--- src/logic/uca_pkg.sv ---
package uca_pkg;
    // ----------------------------------------
    // Register map
    // ----------------------------------------
    localparam logic [7:0] ADDR_CTRL = 8'h98;
    localparam logic [7:0] ADDR_DATA = 8'h99;
    localparam logic [7:0] ADDR_PCF = 8'hD9;
    localparam logic [7:0] ADDR_IST = 8'hE0;
    localparam logic [7:0] ADDR_IMSK = 8'hE1;

    // ----------------------------------------
    // Control register fields
    // ----------------------------------------
    localparam int CTRL_MODE = 7;
    localparam int CTRL_RSV = 6;
    localparam int CTRL_FILT = 5;
    localparam int CTRL_REN = 4;
    localparam int CTRL_TXN = 3;
    localparam int CTRL_RXN = 2;
    localparam int CTRL_TXDONE = 1;
    localparam int CTRL_RXAV = 0;
    localparam logic CTRL_RSV_VAL = 1'b1;
    localparam logic [1:0] PCF_RESET = 2'h0;

    // ----------------------------------------
    // Interrupt status and mask fields
    // ----------------------------------------
    localparam int IRQ_W = 3;
    localparam int IRQ_TXDONE = 0;
    localparam int IRQ_RXAVAIL = 1;
    localparam int IRQ_RXOVF = 2;
    localparam logic [IRQ_W-1:0] IST_RESET = 3'h0;
    localparam logic [IRQ_W-1:0] IMSK_RESET = 3'h0;

    // ----------------------------------------
    // Receive source codes and timing
    // ----------------------------------------
    localparam logic [1:0] SRC_PIN = 2'h0;
    localparam int BIT_CLKS_DEF = 868;

    typedef struct packed {
        logic [7:0] addr;
        logic [7:0] wdata;
        logic wr;
        logic rd;
    } uca_bus_req_t;

    typedef enum {TX_IDLE, TX_START, TX_DATA, TX_NINTH, TX_STOP} uca_tx_state_t;
    typedef enum {RX_IDLE, RX_START, RX_DATA, RX_NINTH, RX_STOP} uca_rx_state_t;
endpackage

--- src/logic/uca_uart_ctrl.sv ---
`timescale 1ns/100ps
// Operation
// - Frame mode bit selects 8-bit frame (0) or 9-bit frame (1).
// - Filter on: accept only when stop bit (8-bit) or ninth bit (9-bit) is one.
// - Transmit-done flag set at start of stop bit; software clears it.
// - Software setting transmit-done raises the port interrupt when enabled.
// - Receive-available set at stop sampling, stays while receive FIFO holds data.
// - Receive-available clears when receive FIFO empties; read-only.
// - Data port write with transmit FIFO not full queues the byte.
// - Transmission starts once the transmitter is idle and transmit FIFO holds a byte.
// - Data port write with transmit FIFO full overwrites newest entry.
// - Data port read returns and removes oldest receive byte.
// - Data port read with receive FIFO empty returns last available byte.
// - Receive source: 0 pin, 1..3 logic units 0..2.
module uca_uart_ctrl
    import uca_pkg::*;
#(
    parameter int BIT_CLKS = BIT_CLKS_DEF,
    parameter int TX_DEPTH = 4,
    parameter int RX_DEPTH = 4
) (
    // Clock and reset
    input wire logic mclk,
    input wire logic resetn,
    // Register port
    input wire uca_bus_req_t busReq,
    output logic [7:0] rdData,
    // Serial lines
    output logic txd,
    input wire logic rxPin,
    input wire logic logicUnit0Out,
    input wire logic logicUnit1Out,
    input wire logic logicUnit2Out,
    // Interrupt
    output logic irq
);
    localparam int TAW = $clog2(TX_DEPTH);
    localparam int RAW = $clog2(RX_DEPTH);
    localparam int TMW = $clog2(BIT_CLKS + 1);
    localparam logic [TMW-1:0] TMR_FULL = TMW'(BIT_CLKS - 1);
    localparam logic [TMW-1:0] TMR_HALF = TMW'(BIT_CLKS / 2 - 1);
    localparam logic [TAW:0] TX_CAP = (TAW+1)'(TX_DEPTH);
    localparam logic [RAW:0] RX_CAP = (RAW+1)'(RX_DEPTH);

    // ----------------------------------------
    // Reset release and input synchronisers
    // ----------------------------------------
    logic [1:0] rstSync_r;
    logic rstN;
    always_ff @(posedge mclk or negedge resetn) begin
        if (!resetn) rstSync_r <= 2'h0;
        else rstSync_r <= {rstSync_r[0], 1'b1};
    end
    assign rstN = rstSync_r[1];

    logic [3:0] rxRaw;
    logic [3:0] rxMeta_r;
    logic [3:0] rxSafe_r;
    assign rxRaw = {logicUnit2Out, logicUnit1Out, logicUnit0Out, rxPin};
    for (genvar i = 0; i < 4; i++) begin : g_sync
        always_ff @(posedge mclk or negedge rstN) begin
            if (!rstN) begin
                rxMeta_r[i] <= 1'b1;
                rxSafe_r[i] <= 1'b1;
            end else begin
                rxMeta_r[i] <= rxRaw[i];
                rxSafe_r[i] <= rxMeta_r[i];
            end
        end
    end

    // ----------------------------------------
    // Register decode
    // ----------------------------------------
    logic modeSel_r, filtEn_r, renEn_r, txNinth_r, rxNinth_r, txDone_r;
    logic [1:0] rxSrcSel_r;
    logic [IRQ_W-1:0] irqStat_r, irqMask_r;
    wire wrCtrl = busReq.wr && busReq.addr == ADDR_CTRL;
    wire wrData = busReq.wr && busReq.addr == ADDR_DATA;
    wire wrPcf = busReq.wr && busReq.addr == ADDR_PCF;
    wire wrIst = busReq.wr && busReq.addr == ADDR_IST;
    wire wrImsk = busReq.wr && busReq.addr == ADDR_IMSK;
    wire rdData_s = busReq.rd && busReq.addr == ADDR_DATA;
    wire rxSerial = rxSafe_r[rxSrcSel_r];

    // ----------------------------------------
    // Transmit FIFO
    // ----------------------------------------
    logic [7:0] txMem [TX_DEPTH];
    logic [TAW-1:0] txWp_r, txRp_r;
    logic [TAW:0] txCnt_r;
    logic txPop;
    wire txNotFull = txCnt_r != TX_CAP;
    wire txEmpty = txCnt_r == '0;
    wire [TAW-1:0] txLastWp = txWp_r - TAW'(1);
    wire txPush = wrData && txNotFull;
    always_ff @(posedge mclk) begin
        if (txPush) txMem[txWp_r] <= busReq.wdata;
        else if (wrData && !txEmpty) txMem[txLastWp] <= busReq.wdata;
    end
    always_ff @(posedge mclk or negedge rstN) begin
        if (!rstN) begin
            txWp_r <= '0;
            txRp_r <= '0;
            txCnt_r <= '0;
        end else begin
            if (txPush) txWp_r <= txWp_r + TAW'(1);
            if (txPop) txRp_r <= txRp_r + TAW'(1);
            txCnt_r <= txCnt_r + (TAW+1)'(txPush) - (TAW+1)'(txPop);
        end
    end

    // ----------------------------------------
    // Transmitter
    // ----------------------------------------
    uca_tx_state_t txSt_r, txSt_nxt;
    logic [TMW-1:0] txTmr_r;
    logic [8:0] txSh_r;
    logic [2:0] txIdx_r;
    logic txBit;
    wire txTick = txTmr_r == TMR_FULL;
    assign txPop = txSt_r == TX_IDLE && !txEmpty;
    wire txDoneSet = txSt_r != TX_STOP && txSt_nxt == TX_STOP;
    always_comb begin
        txSt_nxt = txSt_r;
        unique case (txSt_r)
            TX_IDLE: if (!txEmpty) txSt_nxt = TX_START;
            TX_START: if (txTick) txSt_nxt = TX_DATA;
            TX_DATA: if (txTick && txIdx_r == 3'h7) txSt_nxt = modeSel_r ? TX_NINTH : TX_STOP;
            TX_NINTH: if (txTick) txSt_nxt = TX_STOP;
            TX_STOP: if (txTick) txSt_nxt = TX_IDLE;
        endcase
    end
    always_comb begin
        unique case (txSt_r)
            TX_START: txBit = 1'b0;
            TX_DATA: txBit = txSh_r[txIdx_r];
            TX_NINTH: txBit = txSh_r[8];
            default: txBit = 1'b1;
        endcase
    end
    always_ff @(posedge mclk or negedge rstN) begin
        if (!rstN) begin
            txSt_r <= TX_IDLE;
            txTmr_r <= '0;
            txSh_r <= '0;
            txIdx_r <= '0;
            txd <= 1'b1;
        end else begin
            txSt_r <= txSt_nxt;
            txd <= txBit;
            txTmr_r <= (txTick || txSt_r == TX_IDLE) ? '0 : txTmr_r + TMW'(1);
            if (txPop) txSh_r <= {txNinth_r, txMem[txRp_r]};
            if (txSt_r == TX_DATA && txTick) txIdx_r <= txIdx_r + 3'h1;
        end
    end

    // ----------------------------------------
    // Receiver
    // ----------------------------------------
    uca_rx_state_t rxSt_r;
    logic [TMW-1:0] rxTmr_r;
    logic [7:0] rxSh_r;
    logic rxBit9_r;
    logic [2:0] rxIdx_r;
    logic [RAW:0] rxCnt_r;
    wire rxTick = rxTmr_r == TMR_FULL;
    wire rxEmpty = rxCnt_r == '0;
    wire rxFull = rxCnt_r == RX_CAP;
    wire rxFrameBit = modeSel_r ? rxBit9_r : rxSerial;
    wire rxStopDone = rxSt_r == RX_STOP && rxTick;
    wire rxAccept = rxStopDone && renEn_r && (!filtEn_r || rxFrameBit);
    wire rxPush = rxAccept && !rxFull;
    wire rxOvf = rxAccept && rxFull;
    wire rxPop = rdData_s && !rxEmpty;
    always_ff @(posedge mclk or negedge rstN) begin
        if (!rstN) begin
            rxSt_r <= RX_IDLE;
            rxTmr_r <= '0;
            rxSh_r <= '0;
            rxBit9_r <= 1'b0;
            rxIdx_r <= '0;
        end else begin
            rxTmr_r <= (rxTick || rxSt_r == RX_IDLE) ? '0 : rxTmr_r + TMW'(1);
            unique case (rxSt_r)
                RX_IDLE: if (renEn_r && !rxSerial) rxSt_r <= RX_START;
                RX_START: begin
                    if (rxTmr_r == TMR_HALF) begin
                        rxTmr_r <= '0;
                        rxIdx_r <= '0;
                        rxSt_r <= rxSerial ? RX_IDLE : RX_DATA;
                    end
                end
                RX_DATA: begin
                    if (rxTick) begin
                        rxSh_r <= {rxSerial, rxSh_r[7:1]};
                        rxIdx_r <= rxIdx_r + 3'h1;
                        if (rxIdx_r == 3'h7) rxSt_r <= modeSel_r ? RX_NINTH : RX_STOP;
                    end
                end
                RX_NINTH: begin
                    if (rxTick) begin
                        rxBit9_r <= rxSerial;
                        rxSt_r <= RX_STOP;
                    end
                end
                RX_STOP: if (rxTick) rxSt_r <= RX_IDLE;
            endcase
        end
    end

    // ----------------------------------------
    // Receive FIFO
    // ----------------------------------------
    logic [7:0] rxMem [RX_DEPTH];
    logic [RAW-1:0] rxWp_r, rxRp_r;
    logic [7:0] rxLast_r;
    always_ff @(posedge mclk) begin
        if (rxPush) rxMem[rxWp_r] <= rxSh_r;
    end
    always_ff @(posedge mclk or negedge rstN) begin
        if (!rstN) begin
            rxWp_r <= '0;
            rxRp_r <= '0;
            rxCnt_r <= '0;
            rxLast_r <= 8'h00;
        end else begin
            if (rxPush) rxWp_r <= rxWp_r + RAW'(1);
            if (rxPop) rxRp_r <= rxRp_r + RAW'(1);
            if (rxPop) rxLast_r <= rxMem[rxRp_r];
            rxCnt_r <= rxCnt_r + (RAW+1)'(rxPush) - (RAW+1)'(rxPop);
        end
    end

    // ----------------------------------------
    // Control, status and interrupt registers
    // ----------------------------------------
    // Flag follows FIFO occupancy, so it cannot be cleared by software
    wire rxAvail = !rxEmpty;
    wire txDoneNxt = txDoneSet || (wrCtrl ? busReq.wdata[CTRL_TXDONE] : txDone_r);
    logic [IRQ_W-1:0] irqEvt;
    always_comb begin
        irqEvt = '0;
        irqEvt[IRQ_TXDONE] = txDoneNxt && !txDone_r;
        irqEvt[IRQ_RXAVAIL] = rxPush;
        irqEvt[IRQ_RXOVF] = rxOvf;
    end
    always_ff @(posedge mclk or negedge rstN) begin
        if (!rstN) begin
            modeSel_r <= 1'b0;
            filtEn_r <= 1'b0;
            renEn_r <= 1'b0;
            txNinth_r <= 1'b0;
            rxNinth_r <= 1'b0;
            txDone_r <= 1'b0;
            rxSrcSel_r <= PCF_RESET;
            irqStat_r <= IST_RESET;
            irqMask_r <= IMSK_RESET;
        end else begin
            if (wrCtrl) begin
                modeSel_r <= busReq.wdata[CTRL_MODE];
                filtEn_r <= busReq.wdata[CTRL_FILT];
                renEn_r <= busReq.wdata[CTRL_REN];
                txNinth_r <= busReq.wdata[CTRL_TXN];
            end
            txDone_r <= txDoneNxt;
            if (rxPush) rxNinth_r <= rxFrameBit;
            if (wrPcf) rxSrcSel_r <= busReq.wdata[1:0];
            if (wrImsk) irqMask_r <= busReq.wdata[IRQ_W-1:0];
            // New events win over a write-one clear in the same cycle
            irqStat_r <= irqEvt | (irqStat_r & ~(wrIst ? busReq.wdata[IRQ_W-1:0] : '0));
        end
    end
    assign irq = |(irqStat_r & irqMask_r);

    // ----------------------------------------
    // Read data, one cycle after the strobe
    // ----------------------------------------
    logic [7:0] ctrlView, rdMux;
    always_comb begin
        ctrlView = 8'h00;
        ctrlView[CTRL_MODE] = modeSel_r;
        ctrlView[CTRL_RSV] = CTRL_RSV_VAL;
        ctrlView[CTRL_FILT] = filtEn_r;
        ctrlView[CTRL_REN] = renEn_r;
        ctrlView[CTRL_TXN] = txNinth_r;
        ctrlView[CTRL_RXN] = rxNinth_r;
        ctrlView[CTRL_TXDONE] = txDone_r;
        ctrlView[CTRL_RXAV] = rxAvail;
        unique case (busReq.addr)
            ADDR_CTRL: rdMux = ctrlView;
            ADDR_DATA: rdMux = rxEmpty ? rxLast_r : rxMem[rxRp_r];
            ADDR_PCF: rdMux = {6'h00, rxSrcSel_r};
            ADDR_IST: rdMux = {{(8-IRQ_W){1'b0}}, irqStat_r};
            ADDR_IMSK: rdMux = {{(8-IRQ_W){1'b0}}, irqMask_r};
            default: rdMux = 8'h00;
        endcase
    end
    always_ff @(posedge mclk or negedge rstN) begin
        if (!rstN) rdData <= 8'h00;
        else if (busReq.rd) rdData <= rdMux;
        else rdData <= 8'h00;
    end
endmodule

--- config.mk ---
export PLATFORM = sky130hd
export DESIGN_NAME = uca_uart_ctrl
export DESIGN_NICKNAME = d
export VERILOG_FILES = /design/src/logic/uca_pkg.sv /design/src/logic/uca_uart_ctrl.sv
export SDC_FILE = /design/constraint.sdc
export NUM_CORES = 1
export LEC_CHECK = 0
export ABC_AREA = 1
export BUFFER_PORTS_ARGS = -buffer_cell sky130_fd_sc_hd__buf_2
export CORE_MARGIN = 8
export CORE_UTILIZATION = 50
export DETAILED_ROUTE_END_ITERATION = 12
export PLACE_DENSITY_LB_ADDON = 0.1
export SLEW_MARGIN = 10
export SYNTH_ARGS = -nofsm -noshare
export SYNTH_HDL_FRONTEND = slang
export SYNTH_SLANG_ARGS = --single-unit
--- constraint.sdc ---
create_clock -name mclk -period 7.35 [get_ports mclk]
set_input_delay 1.1025 -clock mclk [delete_from_list [all_inputs] [get_ports mclk]]
set_output_delay 1.1025 -clock mclk [all_outputs]
set_load 0.01 [all_outputs]
==> results of run 1 <==
==> cells by family (layout without fill, tap and decap cells) <==
group / count (synthesis) / after routing / synth area share
AOI/OAI and AO/OA: 126 / 126 / 0.08369
xor gates and xnor gates: 15 / 15 / 0.01497
adders and majority gates: 17 / 17 / 0.02595
buffers and inverters: 128 / 180 / 0.05731
DFF: 198 / 198 / 0.6024
muxes: 1 / 1 / 0.001283
other: 1 / 1 / 0.0004273
and+or+nand+nor: 435 / 435 / 0.2140
==> flip-flops by register name, indices dropped and copies added (netlist names), 8 cells and up <==
register / cells
txSh_r: 9
txTmr_r: 10
rdData: 8
rxSh_r: 8
rxMem: 32
txSt_r: 32
rxTmr_r: 10
rxLast_r: 8
txMem: 32
==> cell usage after synthesis <==
master / n
o211ai_1: 4
nor3b_1: 5
nor2_1: 166
nor3_1: 6
conb_1: 1
mux2_2: 1
xnor2_1: 7
buf_2: 6
ha_1: 15
o31ai_1: 1
o211ai_4: 1
nor2_2: 6
clkbuf_1: 6
nor3_2: 3
fa_1: 2
nor2_4: 5
dfrtp_1: 125
nand3_4: 2
clkinv_1: 2
dfstp_2: 9
inv_1: 108
buf_6: 2
a32o_1: 2
a32oi_1: 1
nand4_1: 12
nor3_4: 1
o21ai_0: 62
o22a_1: 5
nand3_1: 28
and3_1: 2
nand4_2: 1
nand2_2: 2
o22ai_1: 9
nand2_1: 191
edfxtp_1: 64
xor2_1: 8
or2_2: 1
a22oi_1: 4
nand3_2: 3
nand2b_1: 1
o21a_1: 3
a21oi_1: 25
o21ai_1: 8
o21bai_4: 1
inv_2: 4
==> worst max-delay path by stage <==
stage | to | cells after the start | slack, ns | startpoint
after floorplan | filtEn_r | 0 | 3.36 | rstSync_r[1]
after global placement | rxCnt_r[2] | 14 | 4.11 | busReq[15]
after detailed placement | rxCnt_r[1] | 14 | 4.05 | busReq[15]
after CTS | rxCnt_r[1] | 14 | 4.52 | busReq[15]
after global routing | rxCnt_r[2] | 14 | 4.36 | busReq[15]
final | rxCnt_r[1] | 14 | 4.53 | busReq[15]
==> worst max-delay path, stage by stage <==
cell and delay, ns:
buf_2 0.09, inv_1 0.05, nand2_1 0.11, nor2_4 0.13, nand3_4 0.16, inv_2 0.10, nand3_2 0.24, inv_1 0.19
ha_1 0.24, inv_1 0.06, ha_1 0.13, inv_1 0.05, fa_1 0.47, inv_1 0.04
==> area by class of cell <==
cell class                      instances  area (um2)  share of cell area
Clock buffer                           17       425.4             0.04344
Multi-Input combinational cell        595        2987              0.3050
Tap cell                              225       281.5             0.02875
Timing Repair Buffer                   34       172.7             0.01763
Inverter                              114       427.9             0.04369
Sequential cell                       198        5290              0.5402
Clock inverter                         15       209.0             0.02134
==> power groups by stage <==
stage | Sequential, mW | Combinational (mW) | Clock [mW]
2_1_floorplan | 1.24 | 0.158 | 0
3_3_place_gp | 1.25 | 0.205 | 0
3_5_place_dp | 1.25 | 0.206 | 0
4_1_cts | 1.23 | 0.207 | 0.995
5_1_grt | 1.24 | 0.237 | 1.03
6_report | 1.23 | 0.204 | 0.965
==> stage by stage <==
stage	utilization	worst slack (ns)	hold WS, ns	instance area, um2	power (mW)
final	0.5682	4.531	0.3541	9793	2.399
after global routing	0.5682	4.363	0.3623	9793	2.505
after CTS	0.5682	4.523	0.3573	9793	2.433
after detailed placement	0.5314	4.048	0.3395	9159	1.459
after global placement	0.5314	4.113	0.3355	9159	1.457
after floorplan	-	3.356	0.3312	8776	1.399
==> layer usage <==
metal,track usage,part of all wire,vias to the layer above
met4,0.05354,0.011,0
met2,0.2475,0.47,69
met1,0.2164,0.48,2784
li1,-,-,3060
met3,0.03494,0.032,15
met5,0,0,-
==> key figures, run 1 <==
Status
  • Status: completed

GRT
  • GRT Overall Usage: 0.1591
  • GRT overflow: 0
  • Initial antenna violation count: 0
  • Number of global-route vias before repair: ~5700
  • First-pass GRT wire length: between 20 and 30 mm
  • Pin count of the biggest net entering global routing: 68

STA
  • Clock Skew: between 0.01 and 0.015 ns
  • Minimum clock period after layout: between 2 and 3 ns
  • Setup TNS: 0 ns
  • FMAX: 0.3547 GHz
  • Worst slew margin: 0.3868
  • Setup violators final: 0
  • Fin. Hold Viols: 0
  • RSZ-0062 raised after global routing: no
  • Worst Tran Pin Value: between 0.9 and 1 ns
  • Fin crit share: 0.3836
  • Final Max Tran Viols: 0

Drt
  • Routed WL: approximately 17 mm
  • Iter 0 DRT Violations: around 360
  • Total vias in the final route: between 5000 and 6000
  • First-pass DRT Iterations: 5
  • Vias per inst: between 4 and 5
  • Per-cell routed wire length: between 10 and 15 um
  • Post-route DRC violation count: 0
  • Antenna-violating nets left: 0

Clocking
  • CTS tree: built
  • Root buf cell: clkbuf_16
  • Clock Latency Late Sink: approximately 0.44 ns
  • Post_cts resized: 0
  • Hold_buf cts: 0
  • Clk slew on worst S/H paths: approximately 0.08 ns
  • Sink Count: approximately 200
  • Clk buf depth: 2
  • H-tree Lvls: 4
  • Setup repair bufs after CTS: 0
  • Cts bufs inserted: 17

Job
  • Max Cap Viol: 0

Synth
  • Yosys warnings: 0
  • Synth Instances: about 920
  • Post-Syn Area: between 8000 and 9000 um2
  • Post-synth top area cell: dfrtp_1
  • Synthesized flop and latch total: about 200
  • Distinct cell type count of the synthesized netlist: between 40 and 50
  • Mean Syn Cell Area: around 9.5 um2
  • Synth area leaders: dfrtp_1, edfxtp_1, nand2_1, nor2_1, inv_1
  • Seq/Total Area, Yosys: 0.6024
  • Synth top area share: 0.3564
  • Syn Nets: just under 1000

Die
  • Core outline area: around 17000 um2
  • Die Ht: 148.5 um
  • Die Footprint: between 20000 and 25000 um2
  • Initial Util: 0.5091
  • Die width: 148.5 um
  • Ports: 34
  • Row count: 48

Pwr
  • Gate power share: 0.085
  • Clock power frac: 0.402
  • Psw: 673.1 uW
  • VDD IR max: between 0.15 and 0.2 mV
  • P_int: about 1.7 mW
  • Sw Ratio: 0.2806
  • Leak: between 4 and 5 nW
  • Sequential power share: 0.513
  • PwrDens: approximately 240 nW/um2

Cells and area
  • Commonest non-fill, non-tap cell in the layout: nand2_1
  • Layout Cells excl Fill: ~1200
  • Filler instances: between 1500 and 2000
  • ANT cells: 0
  • Most frequent cells in the layout: nand2_1, nor2_1, dfrtp_1
  • Final nets: 1001
  • Area delta synth->final: 11.59%
  • Layout cells sized above 1: 0.1100

Critical path
  • Crit Path Max Fanout: 17
  • Setup crit start kind: primary input
  • Start of the worst register-to-register path: rxCnt_r[1]
  • FF-to-FF End: rxCnt_r[1]
  • WP data required: between 7 and 8 ns
  • Arrival @ worst endpoint: around 3.2 ns
  • R2R Setup Slk: between 4 and 5 ns
  • Setup CP Type: primary input to flip-flop
  • Reg2reg path depth: 10
  • Critical path endpoint category: flip-flop

Hold path
  • Hold Crit Start: rstSync_r[0]
  • Hold path depth: 0
  • Worst min path class: flip-flop to flip-flop
  • WHS Endpoint: rstSync_r[1]

Placement
  • Placed cell count: between 1000 and 1500
  • DP HPWL: roughly 12 mm
  • RD Place Congestion: 0.8228
  • IO Port Bufs: 33
(Power assumes the default switching activity.)
==> inputs of run 2 (changes only) <==
==> constraint.sdc (replaced) <==
create_clock -name mclk -period 2.33 [get_ports mclk]
set_input_delay 0.3495 -clock mclk [delete_from_list [all_inputs] [get_ports mclk]]
set_output_delay 0.3495 -clock mclk [all_outputs]
set_load 0.01 [all_outputs]
==> key figures, run 2 (synthesis results as in run 1) <==
Cells and area
  • Most frequent cells in the layout: nand2_1, nor2_1, dfrtp_1
  • Commonest non-fill, non-tap cell in the layout: nand2_1
  • Final nets: 1041
  • Utilization after layout: 0.5892
  • Largest regs: rxMem: 32 flops, txMem: 32 flops, txSt_r: 32 flops
  • Area delta synth->final: 15.73%
  • Layout cells sized above 1: 0.1471
  • Post-Layout Inst Area: 10160 um2
  • ANT cells: 0
  • Layout Cells excl Fill: 1238

Placement
  • DP Worst Slack: roughly 0.043 ns
  • DP HPWL: between 10 and 15 mm
  • Area after DPL: roughly 9400 um2
  • RD Place Congestion: between 0.8 and 0.9
  • IO Port Bufs: 33
  • Placed cell count: 1198

STA
  • Worst setup margin: 0.09745 ns
  • WHS: 0.1225 ns
  • Fin crit share: 0.9582
  • FMAX: between 0.4 and 0.5 GHz
  • Setup TNS: 0 ns
  • RSZ-0062 raised after global routing: yes
  • Final Max Tran Viols: 0
  • Clock Skew: around 0.014 ns
  • Setup violators final: 0
  • Fin. Hold Viols: 0
  • Minimum clock period after layout: roughly 2.2 ns

Drt
  • Total vias in the final route: 6141
  • Routed WL: 17.07 mm
  • Post-route DRC violation count: 0
  • Per-cell routed wire length: 13.79 um
  • Vias per inst: between 4 and 5
  • Antenna-violating nets left: 0
  • First-pass DRT Iterations: 7
  • Iter 0 DRT Violations: between 200 and 300

Clocking
  • Cts bufs inserted: 17
  • Root buf cell: clkbuf_16
  • Clk buf depth: 2
  • Sink Count: around 200
  • Clock Latency Late Sink: 0.45 ns
  • Clk slew on worst S/H paths: roughly 0.08 ns
  • H-tree Lvls: 4
  • CTS tree: built

Pwr
  • Leak: approximately 4.6 nW
  • Overall Power: 7.684 mW
  • VDD IR max: 0.5468 mV
  • PwrDens: roughly 760 nW/um2

Die
  • Core outline area: around 17000 um2
  • Die Footprint: 22050 um2
  • Die width: 148.5 um
  • Die Ht: ~150 um
  • Initial Util: 0.5091
  • Row count: between 40 and 50
  • Ports: 34

Hold path
  • WHS Endpoint: txMem[3][6]
  • Hold Crit Start: busReq[8]
  • Worst min path class: primary input to flip-flop
  • Hold path depth: 1

Critical path
  • Start of the worst register-to-register path: rxTmr_r[1]
  • Arrival @ worst endpoint: 2.56 ns
  • Setup crit start kind: flip-flop
  • Critical path endpoint category: flip-flop
  • WP data required: roughly 2.7 ns
  • R2R Setup Slk: roughly 0.097 ns
  • Crit Path Max Fanout: 3
  • Reg2reg path depth: 12
  • FF-to-FF End: rxCnt_r[2]
  • Setup CP Type: flip-flop to flip-flop

GRT
  • Initial antenna violation count: 0
  • Pin count of the biggest net entering global routing: 40
  • GRT overflow: 0
  • Number of global-route vias before repair: 5907
  • First-pass GRT wire length: approximately 29 mm
  • GRT Overall Usage: 0.1629

Status
  • Status: completed

Job
  • Max Cap Viol: 0
run 2: cell count changes in the layout (fill, tap and decap cells not counted), sizes merged:
cell | previous run | this run
buf | 34 | 69
clkinv | 8 | 7
dlygate4sd3 | 0 | 5
inv | 121 | 122
run 2: power breakdown:
| part | internal (mW) | switching, mW | leakage (nW) | total [mW] |
|---|---|---|---|---|
| registers | 3.71 | 0.126 | 2.25 | 3.84 |
| logic | 0.321 | 0.481 | 2.02 | 0.802 |
| clock network | 1.50 | 1.55 | 0.305 | 3.05 |
run 2: metal layers:
layer	vias to the layer above	wire, um	track usage
met5	-	0	0
met4	0	251	0.05609
met3	21	481	0.03707
met2	68	8346	0.2677
met1	2903	7987	0.2081
li1	3149	-	-
run 2: area by class of cell:
cell class,count,area (um2)
Sequential cell,198,5290
Tap cell,225,281.5
Timing Repair Buffer,74,510.5
Fill cell,1520,7081
Clock buffer,17,425.4
Inverter,114,427.9
Clock inverter,15,203.9
Multi-Input combinational cell,595,3017
run 2: worst max-delay path by stage:
stage               start          to  slack (ns)  depth (start not counted)
2_1_floorplan  rxTmr_r[0]  rxCnt_r[2]       -0.03                         12
3_3_place_gp   rxTmr_r[1]  rxCnt_r[1]        0.09                         12
3_5_place_dp   rxTmr_r[3]  rxCnt_r[2]        0.04                         12
4_1_cts        rxTmr_r[3]  rxCnt_r[2]        0.01                         12
5_1_grt        rxTmr_r[0]  rxCnt_r[2]       -0.02                         12
6_report       rxTmr_r[1]  rxCnt_r[2]         0.1                         12
run 2: repair_timing:
item / CTS / global route
endpoints found under the setup margin: 0 / 4
hold endpoints to repair: 6 / 0
hold buffers: 5 / 0
gates resized for setup: 0 / 6
buffers inserted: 0 / 3
run 2: critical path, stage by stage, from the launching register on:
cell and delay [ns]:
dfrtp_1 0.36, ha_2 0.20, nand2_2 0.06, nor2_4 0.13
nand3_2 0.11, nor3_4 0.18, nand3_4 0.10, ha_4 0.22
inv_1 0.05, ha_1 0.14, inv_2 0.04, fa_1 0.39
xnor2_1 0.14
==> inputs of run 3 (changes only) <==
--- a/config.mk
+++ b/config.mk
@@ -8,7 +8,7 @@
 export ABC_AREA = 1
 export BUFFER_PORTS_ARGS = -buffer_cell sky130_fd_sc_hd__buf_2
 export CORE_MARGIN = 8
-export CORE_UTILIZATION = 50
+export CORE_UTILIZATION = 45
 export DETAILED_ROUTE_END_ITERATION = 12
 export PLACE_DENSITY_LB_ADDON = 0.1
 export SLEW_MARGIN = 10
==> key figures, run 3 (synthesis results as in run 1) <==
Status
  • Status: completed

Die
  • Die width: about 160 um
  • Core outline area: between 15000 and 20000 um2
  • Initial Util: 0.4554
  • Ports: 34
  • Die Ht: 155.7 um
  • Row count: 51
  • Die Footprint: ~24000 um2

Job
  • Max Cap Viol: 0

GRT
  • GRT Overall Usage: 0.1531
  • Pin count of the biggest net entering global routing: 43
  • Initial antenna violation count: 0
  • GRT overflow: 0
  • Number of global-route vias before repair: approximately 6000
  • First-pass GRT wire length: between 20 and 30 mm

STA
  • Final Max Tran Viols: 0
  • Clock Skew: around 0.014 ns
  • Worst slew margin: 0.6351
  • Setup TNS: 0 ns
  • RSZ-0062 raised after global routing: yes
  • Fin. Hold Viols: 0
  • Fin crit share: 0.9366
  • Worst Tran Pin Value: about 0.55 ns
  • FMAX: approximately 0.46 GHz
  • Worst setup margin: around 0.15 ns
  • Setup violators final: 0
  • Minimum clock period after layout: between 2 and 2.5 ns

Critical path
  • Slowest-stage cell, CP: fa_1
  • Crit Path Max Fanout: 3
  • Worst path max stage delay: roughly 0.37 ns
  • Setup crit start kind: flip-flop
  • Critical path endpoint category: flip-flop
  • Cell mode on critical path: inv_1
  • Arrival @ worst endpoint: between 2 and 3 ns
  • Setup CP Type: flip-flop to flip-flop
  • WP data required: approximately 2.7 ns
  • Worst path cell trace: ha_2, nand2_1, nor2_2, nand3_2, nor3_4, nand3_4, ha_4, inv_1, ha_1, inv_1, fa_1, xnor2_1

Pwr
  • PwrDens: 747.6 nW/um2
  • Leak: 4.574 nW
  • VDD IR max: about 0.46 mV

Drt
  • Per-cell routed wire length: around 14 um
  • Total vias in the final route: 6063
  • Antenna-violating nets left: 0
  • First-pass DRT Iterations: 4
  • Routed WL: 17.32 mm
  • Iter 0 DRT Violations: around 380
  • Post-route DRC violation count: 0
  • Vias per inst: 4.740

Clocking
  • Sink Count: 198
  • Clk slew on worst S/H paths: roughly 0.080 ns
  • Clock Latency Late Sink: between 0.4 and 0.5 ns
  • Clk buf depth: 2
  • Root buf cell: clkbuf_16
  • CTS tree: built
  • H-tree Lvls: 4
  • Cts bufs inserted: 17

Cells and area
  • Post-Layout Inst Area: around 10000 um2
  • Utilization after layout: 0.5286
  • Most frequent cells in the layout: nand2_1, nor2_1, dfrtp_1
  • Layout cells sized above 1: 0.1440
  • ANT cells: 0
  • Commonest non-fill, non-tap cell in the layout: nand2_1
  • Largest regs: rxMem: 32 flops, txMem: 32 flops, txSt_r: 32 flops
  • Layout Cells excl Fill: approximately 1300
  • Final nets: about 1000
  • Area delta synth->final: 16.07%

Hold path
  • Worst min path class: primary input to flip-flop

Placement
  • RD Place Congestion: 0.8374
  • Area after DPL: approximately 9500 um2
  • Placed cell count: 1240
  • DP Worst Slack: 0.06285 ns
  • IO Port Bufs: 33
  • DP HPWL: ~12 mm
[run 3: area by class of cell]
type                            instances  area [um2]
Clock buffer                           17       425.4
Clock inverter                         15       188.9
Fill cell                            1781        9085
Inverter                              114       427.9
Multi-Input combinational cell        595        3004
Sequential cell                       198        5290
Tap cell                              265       331.6
Timing Repair Buffer                   75       518.0
[run 3: per-layer routing]
metal / up-vias / GRT usage / share of wire
met4: 0 / 0.05591 / 0.019
li1: 3148 / - / -
met5: - / 0 / 0
met3: 19 / 0.03102 / 0.025
met2: 69 / 0.2501 / 0.48
met1: 2827 / 0.1984 / 0.47
[run 3: power breakdown]
| group | leakage [nW] | switching [mW] | internal [mW] | total (mW) |
|---|---|---|---|---|
| Clock | 0.300 | 1.52 | 1.48 | 3.01 |
| Sequential | 2.25 | 0.129 | 3.71 | 3.84 |
| Combinational | 2.02 | 0.463 | 0.307 | 0.770 |
| Total | 4.57 | 2.11 | 5.50 | 7.62 |
[run 3: worst max-delay path, delay by kind of cell (launching register included)]
| family | cells | cell delay (ns) |
|---|---|---|
| XOR/XNOR | 1 | 0.13 |
| buffers and inverters | 2 | 0.09 |
| adder cells (fa/ha/maj) | 4 | 0.89 |
| flip-flops | 1 | 0.36 |
| AND/OR/NAND/NOR | 5 | 0.58 |
[run 3: final timing paths]
kind	from	endpoint	slack (ns)	depth (start not counted)
setup / recovery	rxTmr_r[0]	rxCnt_r[2]	0.15	12
hold reg to reg	rstSync_r[1]	rxTmr_r[0]	0.32	0
hold / removal	busReq[8]	txMem[2][6]	0.14	1
min in group asynchronous	resetn	rstSync_r[1]	0.22	2
max in group asynchronous	rstSync_r[1]	rxMeta_r[1]	1.30	1
setup reg to reg	rxTmr_r[0]	rxCnt_r[2]	0.15	12
[run 3: stage by stage]
| stage | hold WS [ns] | power, mW |
|---|---|---|
| 5_1_grt | 0.1324 | 7.970 |
| 4_1_cts | 0.1231 | 7.702 |
| 6_report | 0.1440 | 7.615 |
| 2_1_floorplan | 0.05391 | 4.414 |
| 3_5_place_dp | 0.1384 | 4.671 |
| 3_3_place_gp | 0.1386 | 4.666 |
[run 3: what timing repair did]
item	in CTS	in global routing
gates resized for setup	0	1
hold buffers	5	0
setup buffers	0	2
endpoints found under the setup margin	0	4
endpoints found under the hold margin	6	0
